$ cat src/common/flash_host_pkg.sv
package flash_host_pkg;
    // Command encodings
    localparam logic [3:0] OP_READ       = 4'h0;
    localparam logic [3:0] OP_PROGRAM    = 4'h1;
    localparam logic [3:0] OP_BYP_ENTER  = 4'h2;
    localparam logic [3:0] OP_BYP_PROG   = 4'h3;
    localparam logic [3:0] OP_BYP_EXIT   = 4'h4;
    localparam logic [3:0] OP_CHIP_ERASE = 4'h5;
    localparam logic [3:0] OP_SECT_ERASE = 4'h6;
    localparam logic [3:0] OP_SECT_MORE  = 4'h7;
    localparam logic [3:0] OP_SEC_ENTER  = 4'h8;
    localparam logic [3:0] OP_SEC_EXIT   = 4'h9;
    localparam logic [3:0] OP_HW_RESET   = 4'hA;

    // Wishbone register offsets
    localparam logic [3:0] REG_CTRL   = 4'h0;
    localparam logic [3:0] REG_ADDR   = 4'h4;
    localparam logic [3:0] REG_WDATA  = 4'h8;
    localparam logic [3:0] REG_STATUS = 4'hC;

    // Control register fields
    localparam int CTRL_OP_LSB  = 0;
    localparam int CTRL_ACC_BIT = 8;
    localparam int CTRL_GO_BIT  = 31;

    // Status register fields
    localparam int ST_BUSY_BIT   = 0;
    localparam int ST_RDY_BIT    = 1;
    localparam int ST_SEC_BIT    = 2;
    localparam int ST_BYP_BIT    = 3;
    localparam int ST_ACC_BIT    = 4;
    localparam int ST_TOG_BIT    = 5;
    localparam int ST_TLIM_BIT   = 6;
    localparam int ST_ETMR_BIT   = 7;
    localparam int ST_DATA_LSB   = 16;

    // Unlock and command values, kept from the device command table
    localparam logic [23:0] UNLOCK1_ADDR   = 24'h000555;
    localparam logic [23:0] UNLOCK2_ADDR   = 24'h0002AA;
    localparam logic [31:0] UNLOCK1_DATA   = 32'h000000AA;
    localparam logic [31:0] UNLOCK2_DATA   = 32'h00000055;
    localparam logic [31:0] CMD_PROG       = 32'h000000A0;
    localparam logic [31:0] CMD_BYPASS     = 32'h00000020;
    localparam logic [31:0] CMD_BYP_RST1   = 32'h00000090;
    localparam logic [31:0] CMD_BYP_RST2   = 32'h00000000;
    localparam logic [31:0] CMD_ERASE_SET  = 32'h00000080;
    localparam logic [31:0] CMD_CHIP_ERASE = 32'h00000010;
    localparam logic [31:0] CMD_SECT_ERASE = 32'h00000030;
    localparam logic [31:0] CMD_SEC_ENTER  = 32'h00000088;
    localparam logic [31:0] CMD_SEC_EXIT1  = 32'h00000090;
    localparam logic [31:0] CMD_SEC_EXIT2  = 32'h00000000;

    // Bus timing
    localparam int CLK_MHZ          = 100;
    localparam int STROBE_NS        = 50;
    localparam int SETUP_NS         = 30;
    localparam int ACCUM_US         = 80;
    localparam int STROBE_CYC       = (STROBE_NS * CLK_MHZ + 999) / 1000;
    localparam int SETUP_CYC        = (SETUP_NS * CLK_MHZ + 999) / 1000;
    localparam int ACCUM_CYC        = ACCUM_US * CLK_MHZ;
    localparam int RESET_NS         = 500;
    localparam int RESET_CYC        = (RESET_NS * CLK_MHZ + 999) / 1000;

    typedef struct packed {
        logic [23:0] addr;
        logic [31:0] wdata;
        logic        we_n;
        logic        ce_n;
        logic        oe_n;
        logic        dq_oe;
        logic        reset_n;
        logic        acc_high;
        logic        word_mode_n;
    } flash_pins_t;

    typedef struct packed {
        logic [31:0] rdata;
        logic        ready_busy_pin;
    } flash_in_t;

    typedef struct packed {
        logic [31:0] dat;
        logic        ack;
    } wb_resp_t;
endpackage : flash_host_pkg

$ cat src/logic/flash_bus_cycle.sv
`timescale 1ns/10ps
// One flash write or read: address set, CE and WE/OE low, strobe width, release.
module flash_bus_cycle
    import flash_host_pkg::*;
#(
    parameter int STROBE = STROBE_CYC,
    parameter int SETUP  = SETUP_CYC
) (
    input  wire logic        clk_i,
    input  wire logic        rst_i,
    input  wire logic        start_i,
    input  wire logic        write_i,
    input  wire logic [23:0] addr_i,
    input  wire logic [31:0] data_i,
    input  wire logic [31:0] rdata_i,
    output logic             done_o,
    output logic [31:0]      rdata_o,
    output logic [23:0]      addr_o,
    output logic [31:0]      wdata_o,
    output logic             we_n_o,
    output logic             ce_n_o,
    output logic             oe_n_o,
    output logic             dq_oe_o
);
    typedef enum {C_IDLE, C_SETUP, C_STROBE, C_HOLD} cyc_state_t;
    typedef struct packed {
        cyc_state_t  st;
        logic [7:0]  cnt;
        logic        wr;
        logic        done;
        logic [31:0] rd;
        logic [23:0] a;
        logic [31:0] d;
        logic        we_n;
        logic        ce_n;
        logic        oe_n;
        logic        dq_oe;
    } cyc_t;
    cyc_t s, next_s;

    always_comb begin
        next_s = s;
        next_s.done = 1'b0;
        unique case (s.st)
            C_IDLE: begin
                if (start_i) begin
                    next_s.st = C_SETUP;
                    next_s.wr = write_i;
                    next_s.a = addr_i;
                    next_s.d = data_i;
                    next_s.ce_n = 1'b0;
                    next_s.dq_oe = write_i;
                    next_s.cnt = 8'(SETUP);
                end
            end
            C_SETUP: begin
                if (s.cnt <= 8'h01) begin
                    // Address is latched by the device on this falling strobe edge
                    next_s.st = C_STROBE;
                    next_s.we_n = ~s.wr;
                    next_s.oe_n = s.wr;
                    next_s.cnt = 8'(STROBE);
                end else begin
                    next_s.cnt = s.cnt - 8'h01;
                end
            end
            C_STROBE: begin
                if (s.cnt <= 8'h01) begin
                    // WE rises before CE so data is taken on the WE edge
                    next_s.st = C_HOLD;
                    next_s.we_n = 1'b1;
                    next_s.oe_n = 1'b1;
                    next_s.rd = rdata_i;
                end else begin
                    next_s.cnt = s.cnt - 8'h01;
                end
            end
            C_HOLD: begin
                next_s.st = C_IDLE;
                next_s.ce_n = 1'b1;
                next_s.dq_oe = 1'b0;
                next_s.done = 1'b1;
            end
            default: next_s.st = C_IDLE;
        endcase
    end

    always_ff @(posedge clk_i) begin
        if (rst_i) begin
            s <= '{st: C_IDLE, cnt: 8'h00, wr: 1'b0, done: 1'b0, rd: 32'h00000000,
                   a: 24'h000000, d: 32'h00000000, we_n: 1'b1, ce_n: 1'b1,
                   oe_n: 1'b1, dq_oe: 1'b0};
        end else begin
            s <= next_s;
        end
    end

    assign done_o  = s.done;
    assign rdata_o = s.rd;
    assign addr_o  = s.a;
    assign wdata_o = s.d;
    assign we_n_o  = s.we_n;
    assign ce_n_o  = s.ce_n;
    assign oe_n_o  = s.oe_n;
    assign dq_oe_o = s.dq_oe;
endmodule : flash_bus_cycle

$ cat src/logic/flash_host_ctrl.sv
`timescale 1ns/10ps
module flash_host_ctrl
    import flash_host_pkg::*;
#(
    parameter int ACCUM_CYCLES = ACCUM_CYC
) (
    input  wire logic                      clk_i,
    input  wire logic                      rst_i,
    input  wire logic [3:0]                wb_adr_i,
    input  wire logic [31:0]               wb_dat_i,
    input  wire logic [3:0]                wb_sel_i,
    input  wire logic                      wb_we_i,
    input  wire logic                      wb_cyc_i,
    input  wire logic                      wb_stb_i,
    output flash_host_pkg::wb_resp_t       wb_o,
    input  wire flash_host_pkg::flash_in_t flash_i,
    output flash_host_pkg::flash_pins_t    flash_o
);
    import flash_host_pkg::*;

    typedef enum {S_IDLE, S_ISSUE, S_WAIT, S_POLL, S_WINDOW, S_RESET} host_state_t;

    typedef struct packed {
        host_state_t st;
        logic [3:0]  op;
        logic [2:0]  step;
        logic [23:0] addr;
        logic [31:0] wdata;
        logic        acc;
        logic        sec;
        logic        byp;
        logic [15:0] tmr;
        logic        tmr_done;
        logic        tog_prev;
        logic        toggling;
        logic        tlim;
        logic        ack;
        logic [31:0] dat;
        logic        rst_n;
        logic        start;
        logic        err;
    } host_t;
    host_t s, next_s;

    logic        cyc_done;
    logic [31:0] cyc_rdata;
    logic [23:0] pin_addr;
    logic [31:0] pin_wdata;
    logic        pin_we_n;
    logic        pin_ce_n;
    logic        pin_oe_n;
    logic        pin_dq_oe;
    logic [23:0] cyc_addr;
    logic [31:0] cyc_data;
    logic        cyc_write;
    logic [2:0]  seq_len;
    logic        busy;

    flash_bus_cycle u_cycle (
        .clk_i   (clk_i),
        .rst_i   (rst_i),
        .start_i (s.start),
        .write_i (cyc_write),
        .addr_i  (cyc_addr),
        .data_i  (cyc_data),
        .rdata_i (flash_i.rdata),
        .done_o  (cyc_done),
        .rdata_o (cyc_rdata),
        .addr_o  (pin_addr),
        .wdata_o (pin_wdata),
        .we_n_o  (pin_we_n),
        .ce_n_o  (pin_ce_n),
        .oe_n_o  (pin_oe_n),
        .dq_oe_o (pin_dq_oe)
    );

    assign busy = (s.st != S_IDLE) && (s.st != S_WINDOW);

    // Write table: one entry per step of each command sequence
    always_comb begin
        cyc_write = 1'b1;
        cyc_addr  = UNLOCK1_ADDR;
        cyc_data  = UNLOCK1_DATA;
        seq_len   = 3'd1;
        unique case (s.op)
            OP_PROGRAM, OP_BYP_ENTER, OP_SEC_ENTER: begin
                seq_len = (s.op == OP_PROGRAM) ? 3'd4 : 3'd3;
                unique case (s.step)
                    3'd0: begin cyc_addr = UNLOCK1_ADDR; cyc_data = UNLOCK1_DATA; end
                    3'd1: begin cyc_addr = UNLOCK2_ADDR; cyc_data = UNLOCK2_DATA; end
                    3'd2: begin
                        cyc_addr = UNLOCK1_ADDR;
                        cyc_data = (s.op == OP_PROGRAM) ? CMD_PROG :
                                   (s.op == OP_BYP_ENTER) ? CMD_BYPASS : CMD_SEC_ENTER;
                    end
                    default: begin cyc_addr = s.addr; cyc_data = s.wdata; end
                endcase
            end
            OP_SEC_EXIT: begin
                seq_len = 3'd4;
                unique case (s.step)
                    3'd0: begin cyc_addr = UNLOCK1_ADDR; cyc_data = UNLOCK1_DATA; end
                    3'd1: begin cyc_addr = UNLOCK2_ADDR; cyc_data = UNLOCK2_DATA; end
                    3'd2: begin cyc_addr = UNLOCK1_ADDR; cyc_data = CMD_SEC_EXIT1; end
                    default: begin cyc_addr = s.addr; cyc_data = CMD_SEC_EXIT2; end
                endcase
            end
            OP_BYP_PROG: begin
                seq_len = 3'd2;
                cyc_addr = s.addr;
                cyc_data = (s.step == 3'd0) ? CMD_PROG : s.wdata;
            end
            OP_BYP_EXIT: begin
                seq_len = 3'd2;
                cyc_addr = s.addr;
                cyc_data = (s.step == 3'd0) ? CMD_BYP_RST1 : CMD_BYP_RST2;
            end
            OP_CHIP_ERASE, OP_SECT_ERASE: begin
                seq_len = 3'd6;
                unique case (s.step)
                    3'd0, 3'd3: begin cyc_addr = UNLOCK1_ADDR; cyc_data = UNLOCK1_DATA; end
                    3'd1, 3'd4: begin cyc_addr = UNLOCK2_ADDR; cyc_data = UNLOCK2_DATA; end
                    3'd2: begin cyc_addr = UNLOCK1_ADDR; cyc_data = CMD_ERASE_SET; end
                    default: begin
                        cyc_addr = (s.op == OP_SECT_ERASE) ? s.addr : UNLOCK1_ADDR;
                        cyc_data = (s.op == OP_SECT_ERASE) ? CMD_SECT_ERASE : CMD_CHIP_ERASE;
                    end
                endcase
            end
            OP_SECT_MORE: begin
                cyc_addr = s.addr;
                cyc_data = CMD_SECT_ERASE;
            end
            default: begin
                cyc_write = 1'b0;
                cyc_addr  = s.addr;
            end
        endcase
    end

    always_comb begin
        next_s = s;
        next_s.ack = 1'b0;
        next_s.start = 1'b0;
        // Wishbone slave, single-cycle answer, ack drops after one cycle
        if (wb_cyc_i && wb_stb_i && !s.ack) begin
            next_s.ack = 1'b1;
            unique case (wb_adr_i)
                REG_CTRL: begin
                    next_s.dat = {23'h000000, s.acc, 4'h0, s.op};
                    if (wb_we_i && wb_sel_i[0]) begin
                        next_s.acc = wb_dat_i[CTRL_ACC_BIT];
                        next_s.byp = s.byp | wb_dat_i[CTRL_ACC_BIT];
                    end
                    // Orders are refused while a device operation runs
                    if (wb_we_i && wb_dat_i[CTRL_GO_BIT] && !busy) begin
                        next_s.err = 1'b0;
                        next_s.op = wb_dat_i[CTRL_OP_LSB +: 4];
                        next_s.step = 3'd0;
                        next_s.st = S_ISSUE;
                        if (wb_dat_i[CTRL_OP_LSB +: 4] == OP_HW_RESET) begin
                            next_s.st = S_RESET;
                            next_s.tmr = 16'(RESET_CYC);
                            next_s.rst_n = 1'b0;
                        end else if (s.st == S_WINDOW &&
                                     wb_dat_i[CTRL_OP_LSB +: 4] != OP_SECT_MORE) begin
                            next_s.tmr_done = 1'b1;
                        end else if (s.byp && wb_dat_i[CTRL_OP_LSB +: 4] != OP_BYP_PROG &&
                                     wb_dat_i[CTRL_OP_LSB +: 4] != OP_BYP_EXIT) begin
                            next_s.st = S_IDLE;
                            next_s.err = 1'b1;
                        end
                    end
                end
                REG_ADDR: begin
                    next_s.dat = {8'h00, s.addr};
                    if (wb_we_i) next_s.addr = wb_dat_i[23:0];
                end
                REG_WDATA: begin
                    next_s.dat = s.wdata;
                    if (wb_we_i) next_s.wdata = wb_dat_i;
                end
                default: begin
                    next_s.dat = {cyc_rdata[15:0], 7'h00, s.err, s.tmr_done, s.tlim,
                                  s.toggling, s.acc, s.byp, s.sec,
                                  flash_i.ready_busy_pin, busy};
                end
            endcase
        end
        unique case (s.st)
            S_IDLE: ;
            S_ISSUE: begin
                next_s.start = 1'b1;
                next_s.st = S_WAIT;
            end
            S_WAIT: begin
                if (cyc_done) begin
                    if (s.step + 3'd1 < seq_len) begin
                        next_s.step = s.step + 3'd1;
                        next_s.st = S_ISSUE;
                    end else if (s.op == OP_SECT_ERASE || s.op == OP_SECT_MORE) begin
                        next_s.st = S_WINDOW;
                        next_s.tmr = 16'(ACCUM_CYCLES);
                        next_s.tmr_done = 1'b0;
                    end else begin
                        if (s.op == OP_SEC_ENTER) next_s.sec = 1'b1;
                        if (s.op == OP_SEC_EXIT) next_s.sec = 1'b0;
                        if (s.op == OP_BYP_ENTER) next_s.byp = 1'b1;
                        if (s.op == OP_BYP_EXIT) next_s.byp = s.acc;
                        next_s.st = (s.op == OP_PROGRAM || s.op == OP_BYP_PROG ||
                                     s.op == OP_CHIP_ERASE) ? S_POLL : S_IDLE;
                        next_s.toggling = 1'b1;
                    end
                end
            end
            S_WINDOW: begin
                // An order taken this cycle has already closed the window; keep its state
                if (next_s.st == S_WINDOW) begin
                    if (s.tmr == 16'h0000) begin
                        next_s.tmr_done = 1'b1;
                        next_s.st = S_POLL;
                    end else begin
                        next_s.tmr = s.tmr - 16'h0001;
                    end
                end
            end
            S_POLL: begin
                // Toggle bit stops once the device returns to read
                if (cyc_done) begin
                    next_s.tog_prev = cyc_rdata[6];
                    next_s.toggling = (cyc_rdata[6] != s.tog_prev);
                    next_s.tlim = cyc_rdata[5];
                    if (cyc_rdata[6] == s.tog_prev && flash_i.ready_busy_pin)
                        next_s.st = S_IDLE;
                end else if (pin_ce_n && !s.start) begin
                    next_s.op = OP_READ;
                    next_s.start = 1'b1;
                end
            end
            S_RESET: begin
                if (s.tmr == 16'h0000) begin
                    next_s.rst_n = 1'b1;
                    next_s.sec = 1'b0;
                    next_s.byp = s.acc;
                    next_s.st = S_IDLE;
                end else begin
                    next_s.tmr = s.tmr - 16'h0001;
                end
            end
            default: next_s.st = S_IDLE;
        endcase
    end

    always_ff @(posedge clk_i) begin
        if (rst_i) begin
            s <= '{st: S_IDLE, op: OP_READ, step: 3'd0, addr: 24'h000000,
                   wdata: 32'h00000000, acc: 1'b0, sec: 1'b0, byp: 1'b0,
                   tmr: 16'h0000, tmr_done: 1'b0, tog_prev: 1'b0, toggling: 1'b0,
                   tlim: 1'b0, ack: 1'b0, dat: 32'h00000000, rst_n: 1'b1,
                   start: 1'b0, err: 1'b0};
            flash_o <= '{addr: 24'h000000, wdata: 32'h00000000, we_n: 1'b1, ce_n: 1'b1,
                         oe_n: 1'b1, dq_oe: 1'b0, reset_n: 1'b0, acc_high: 1'b0,
                         word_mode_n: 1'b0};
        end else begin
            s <= next_s;
            flash_o <= '{addr: pin_addr, wdata: pin_wdata, we_n: pin_we_n,
                         ce_n: pin_ce_n, oe_n: pin_oe_n, dq_oe: pin_dq_oe,
                         reset_n: s.rst_n, acc_high: s.acc, word_mode_n: 1'b0};
        end
    end

    assign wb_o = '{dat: s.dat, ack: s.ack};
endmodule : flash_host_ctrl

$ cat config.mk
export PLATFORM = sky130hd
export DESIGN_NAME = flash_host_ctrl
export DESIGN_NICKNAME = d
export VERILOG_FILES = /design/src/common/flash_host_pkg.sv /design/src/logic/flash_bus_cycle.sv /design/src/logic/flash_host_ctrl.sv
export SDC_FILE = /design/constraint.sdc
export NUM_CORES = 1
export LEC_CHECK = 0
export ABC_AREA = 1
export BUFFER_PORTS_ARGS = -buffer_cell sky130_fd_sc_hd__buf_4
export CORE_UTILIZATION = 40
export CTS_CLUSTER_DIAMETER = 100
export DETAILED_ROUTE_END_ITERATION = 10
export PLACE_DENSITY = 0.59
export SYNTH_ARGS = -nofsm -noshare
export SYNTH_HDL_FRONTEND = slang
export SYNTH_SLANG_ARGS = --single-unit
$ cat constraint.sdc
create_clock -name clk_i -period 1.88 [get_ports clk_i]
set_input_delay 0.188 -clock clk_i [delete_from_list [all_inputs] [get_ports clk_i]]
set_output_delay 0.188 -clock clk_i [all_outputs]
set_load 0.01 [all_outputs]
# After elaboration in Yosys (flattened, before gate mapping)
# Cells that the tools add are included.
dict set report op_classes {
  addsub 3
  magnitude_cmp 2
  eq_ne 42
  n_mux 101
  n_bitwise 2
  n_reduce_logical 50
}
# operator n
set ops {}
lappend ops {{32-bit two-way mux} 13}
lappend ops {{32-bit case mux with 6 select lines} 2}
lappend ops {{32-bit case mux with 3 select lines} 3}
lappend ops {{24-bit case mux with 2 select lines} 3}
lappend ops {{32-bit by 2-bit equality test with 1-bit output (second input constant)} 4}
lappend ops {{96-bit two-way mux} 1}
lappend ops {{39-bit two-way mux} 2}
lappend ops {{24-bit two-way mux} 3}
lappend ops {{8-bit case mux with 3 select lines} 3}
lappend ops {{32-bit by 1-bit equality test with 1-bit output (second input constant)} 2}
lappend ops {{32-bit by 3-bit equality test with 1-bit output (second input constant)} 2}
lappend ops {{32-bit by 4-bit equality test with 1-bit output (second input constant)} 2}
lappend ops {{32-bit zero test} 2}
lappend ops {{17-bit two-way mux} 3}
lappend ops {{16-bit case mux with 3 select lines} 1}
lappend ops {{41-bit two-way mux} 1}
lappend ops {{8-bit two-way mux} 5}
lappend ops {{19-bit two-way mux} 2}
lappend ops {{18-bit two-way mux} 2}
lappend ops {{34-bit two-way mux} 1}
lappend ops {{16-bit two-way mux} 2}
lappend ops {{32-bit by 4-bit inequality test with 1-bit output (second input constant)} 1}
lappend ops {{32-bit nonzero test} 1}
lappend ops {{1-bit two-way mux} 31}
lappend ops {{44 further kinds} 108}
dict set report word_totals {
  reg_bits 335
  input_bits 78
  output_inout_bits 96
  wordCells 238
}

# Longest topological paths before layout
dict set report depth {
  ltp_word 13
  ltp_mapped 16
  depth_no_buf 16
}

# Cells and area by module
# A second synthesis with hierarchy kept.
dict set report hier_totals {
  cells_unflattened 2007
  hier_area_um2 14492.6
}
# module instances cells_per_inst area_each_um2 seq_area_each_um2
set by_module_without_submodules {}
lappend by_module_without_submodules {flash_host_ctrl 1 1388 9811.9 4324.1}
lappend by_module_without_submodules {flash_bus_cycle 1 619 4680.7 2082.0}

# Least setup slack after synthesis
# Ideal clock, no wire load.
dict set report synth_path {
  kind {register to register}
  startpoint {reg s[120] (netlist bit)}
  endpoint {reg s[41] (netlist bit)}
  setup_ns 0.139
  t_arrival_ns 1.909
  required_ns 1.741
  setup_slack_ns -0.168
  stages_incl_launch_ff 16
  n_path_buf 0
  period_less_slack_ns 2.048
  path_cell_list {dfxtp_1 > inv_2 > nor2_2 > inv_1 > nor2_1 > inv_1 > nand3_1 > a21oi_1 > ha_1 > nand3_1 > nand2_2 > nand3_1 > nand2_1 > nand3_4 > nand2_2 > a21oi_2}
}
dict set report synth_via {
  elab_chain_cells 7
  elab_cells_between_ends 20
  cone_classes {1 x order compare; 9 x eq/ne; 6 x mux; 4 x reduce/logical}
}
# item line
set synth_rtl {}
lappend synth_rtl {{start: declaration} flash_host_ctrl.sv:43} ;# host_t s, next_s;
lappend synth_rtl {{start signal: assignment} flash_host_ctrl.sv:256} ;# s <= '{st: S_IDLE, op: OP_READ, step: 3'd0, addr: 24'h000000,
lappend synth_rtl {{start signal: assignment} flash_host_ctrl.sv:265} ;# s <= next_s;
lappend synth_rtl {{4-bit by 1-bit equality test with 1-bit output (tied with other cells)} {flash_host_ctrl.sv:85, flash_host_ctrl.sv:87}}
lappend synth_rtl {{3-bit OR reduction (tied with other cells)} flash_host_ctrl.sv:85} ;# unique case (s.op)
lappend synth_rtl {{3-bit case mux with 4 select lines} flash_host_ctrl.sv:85}
lappend synth_rtl {{3-bit < comparator} flash_host_ctrl.sv:198} ;# if (s.step + 3'd1 < seq_len) begin
lappend synth_rtl {{19-bit two-way mux (*)} flash_host_ctrl.sv:198}
lappend synth_rtl {{19-bit two-way mux (*)} flash_host_ctrl.sv:197} ;# if (cyc_done) begin
lappend synth_rtl {{16-bit case mux with 3 select lines (*)} flash_host_ctrl.sv:190} ;# unique case (s.st)
# Mark *: on every way between the ends. The rest lies on a longest branch, timed or not. The select of a mux whose other input is x is not followed.
# A chain may end at the register's enable or synchronous reset.

# Final worst setup path
dict set report layout_path {
  startpoint {reg s[41] (netlist bit)}
  endpoint {reg s[56] (netlist bit)}
}
dict set report layout_via {
  elab_chain_cells 3
}
# item line
set layout_rtl {}
lappend layout_rtl {{16-bit zero test} flash_host_ctrl.sv:241} ;# if (s.tmr == 16'h0000) begin
lappend layout_rtl {{2-bit two-way mux} flash_host_ctrl.sv:241}
lappend layout_rtl {{2-bit case mux with 2 select lines} flash_host_ctrl.sv:190}
# Every way passes these cells. The select of a mux whose other input is x is not followed.

==> flow_summary.toml <==
[status]
outcome = "complete, but fails checks"
violations = "negative setup slack"

[detailed_routing]
vias = 12122
antenna_left = 0
vias_per_cell = 4.98
dr.pass1.iters = 5
avgRoutedWirePerCell_um = 15.9
drc = 0
drtIter0Drc = 592
routed_wl_mm = 38.7

[worst_setup_path]
crit_slowest_cell = "dfxtp_2"
critical_path_arrival_ns = 2.54
r2r-end = "s[56]"
cp-start-kind = "register"
end_kind = "register"
cp_max_fo = 3
critPathKind = "reg2reg"
cpPeakStageDelay_ns = 0.32
cp.required_ns = 2.32
r2r_start = "s[41]"
regToRegSetupSlack_ns = -0.22
worstPathCellList = "inv_2 > ha_4 > inv_2 > nor3_4 > nand3_2 > nor2_4 > nand4_1 > inv_2 > nand4_4 > buf_12 > nor2_4 > buf_4 > a21oi_2 > a21oi_2"
crit_top_cell = "inv_2"
r2r_cells = 14

[clocking]
clk_latency_ns = 0.52
cts_tree = "done"
root_buffer = "clkbuf_16"
cts_sinks = 304
cts_buffers = 34
cts_buffer_depth = 3
clkTransAtPathRegs_ns = 0.06
htreeDepth = 2

[pwr]
power.density_nw_per_um2 = 868
p_leak_nw = 7.98
vdd_drop_max_v = 0.000592

[placed_design]
dpl.cell_count = 2266
place_ws_ns = -0.253
place.gp.congestion = 0.893
dpl_cell_area_um2 = 15700
hpwl_mm = 26.2
portBuffers = 153

[floorplanning]
die-area_um2 = 32600
io_pins = 174
die_w_um = 181
rows = 65
core_area_um2 = 31500
die_h_um = 181
initial_utilization_pct = 40.5

[yosys]
synthCells = 1596
netlist_area_um2 = 12800
yosys_register_bits = 304
synth_cell_types = 56
synth_edf_count = 0
synthArstFlopShare_pct = 0
yosys_warnings = 0
synth_flop_cell = "dfxtp_1"
synth_seq_area_share_pct = 47.7
syn_area_per_cell_um2 = 7.99

[worst_hold_path]
hold_depth = 3
hold_end = "s[90]"
hold_path_class = "in2reg"
worstHoldStart = "wb_dat_i[31]"

[sta]
final_max_slew_viol_count = 0
setup_viol = 78
period_minus_slack_ns = 2.10
finClkSkew_ns = 0.0159
min_period_over_period_pct = 111
grt_setup_unrepaired = "yes"
fmax_mhz = 477
timing_hold_violations_final = 0
fin_ws_ns = -0.216
fin_tns_setup_ns = -8.18

[global_routing]
grt-ovfl-total = 0
grt_max_degree = 72
grt_pass1_vias = 11682
antenna_found_initial = 0
grt_usage_pct = 23.1
grt_pass1_wl_mm = 60.8

[job]
maxCapViolations = 0

[final_layout]
syn_to_final_growth_pct = 45.8
fin_util_pct = 59.1
antenna_cells = 0
ff_latch_area_um2 = 6110
nets = 2103
final_cells = 2434
n_fill_cell = 2740
final_cell_mix = "357 x buf_4, 293 x dfxtp_1, 199 x inv_1"
final_layout_size_suffix_gt1_share_pct = 34.5
layout_commonest_cell = "buf_4"
multi_input_area_um2 = 6150
final_area_um2 = 18600
## cell families after synthesis
group	synth area share [%]
fa+ha+maj	1.57
xor+xnor	1.17
flops	47.7
simple gates	18.4
compound gates	20.0
other cells	0.0294
buf+inv	11.2
## critical path, delay by kind of cell (launching register included)
family	cells	cell delay (ns)
DFF	1	0.32
and+or+nand+nor	6	0.86
AOI/OAI and AO/OA	2	0.19
buffers and inverters	5	0.52
adders and majority gates	1	0.13
## worst max path at each step
stage	from	to	depth (start not counted)
2_1_floorplan	s[121]	s[41]	13
3_3_place_gp	s[115]	u_cycle.wdata_o[7]	13
3_5_place_dp	s[121]	s[41]	13
4_1_cts	s[115]	s[54]	11
5_1_grt	s[41]	s[56]	14
6_report	s[41]	s[56]	14
## final cells by class
type / count / share of cell area, %
Sequential cell: 304 / 32.9
Clock buffer: 49 / 5.37
Clock inverter: 10 / 0.559
Timing Repair Buffer: 446 / 20.3
Multi-Input combinational cell: 982 / 33.1
Timing Repair inverter: 1 / 0.0269
Tap cell: 402 / 2.71
Inverter: 240 / 5.05
## Yosys cell counts (2+ instances only)
cell type	instances	area, µm²
nor2_2	12	75.1
inv_1	226	848
o21ai_0	123	616
a21oi_1	120	601
a41oi_1	4	35.0
nand3_1	31	155
xnor2_1	4	35.0
inv_2	11	41.3
nor2_1	213	800
o21ai_1	4	20.0
nand4_1	13	81.3
o221ai_1	6	52.6
a211oi_1	12	90.1
or2_2	3	18.8
ha_1	16	200
a221o_1	8	80.1
o211ai_1	11	82.6
buf_4	36	270
a221oi_1	17	149
a21oi_2	14	123
xor2_1	13	114
dfxtp_1	304	6090
a32o_1	39	390
nor2_4	6	67.6
nand2_4	4	45.0
nand2_2	15	93.8
nand2_1	175	657
nor3_1	15	75.1
nand3_2	5	50.1
nor3_2	6	60.1
a31oi_1	4	25.0
clkbuf_1	55	206
o22ai_1	21	131
buf_2	8	40.0
buf_1	2	7.51
nor4_1	10	62.6
clkinv_1	3	11.3
a2111oi_0	2	17.5
o31ai_1	7	52.6
nand4_4	2	42.5
## metrics by stage
step | hold slack (ns) | power (W)
CTS | 0.0472 | 0.0161
floorplan | 0.323 | 0.00836
finish | 0.0737 | 0.0161
global placement | 0.404 | 0.00930
global route | 0.0542 | 0.0169
detailed placement | 0.407 | 0.00936
## per-layer routing
layer | vias up | wire (µm) | part of all wire [%] | track usage [%]
li1 | 6089 | - | - | -
met1 | 5649 | 17100 | 44 | 29.7
met2 | 310 | 18800 | 49 | 40.0
met3 | 74 | 1610 | 4.2 | 2.83
met4 | 0 | 1150 | 3.0 | 7.59
met5 | - | 0 | 0 | 0
## power by group
part / internal (W) / switching [W] / leakage (nW)
Combinational: 0.00131 / 0.00139 / 4.97
Clock: 0.00385 / 0.00264 / 0.542
Sequential: 0.00675 / 0.000206 / 2.47
## state kept, by name (all words and copies together), names as in the netlist
signal and count:
s 121, flash_o 62, wb_o 33, u_cycle.wdata_o 32
u_cycle.addr_o 24, u_cycle.rdata_o 16, u_cycle.s 11, u_cycle.ce_n_o 1
u_cycle.done_o 1, u_cycle.dq_oe_o 1, u_cycle.oe_n_o 1, u_cycle.we_n_o 1
## what timing repair did
item / in CTS / in global routing
pin swaps: 34 / 54
endpoints found under the setup margin: 95 / 115
setup buffers: 39 / 26
resized for setup: 136 / 116
hold buffers: 45 / 0
cloned: 5 / 1
endpoints found under the hold margin: 65 / 0
(Power assumes the default switching activity.)
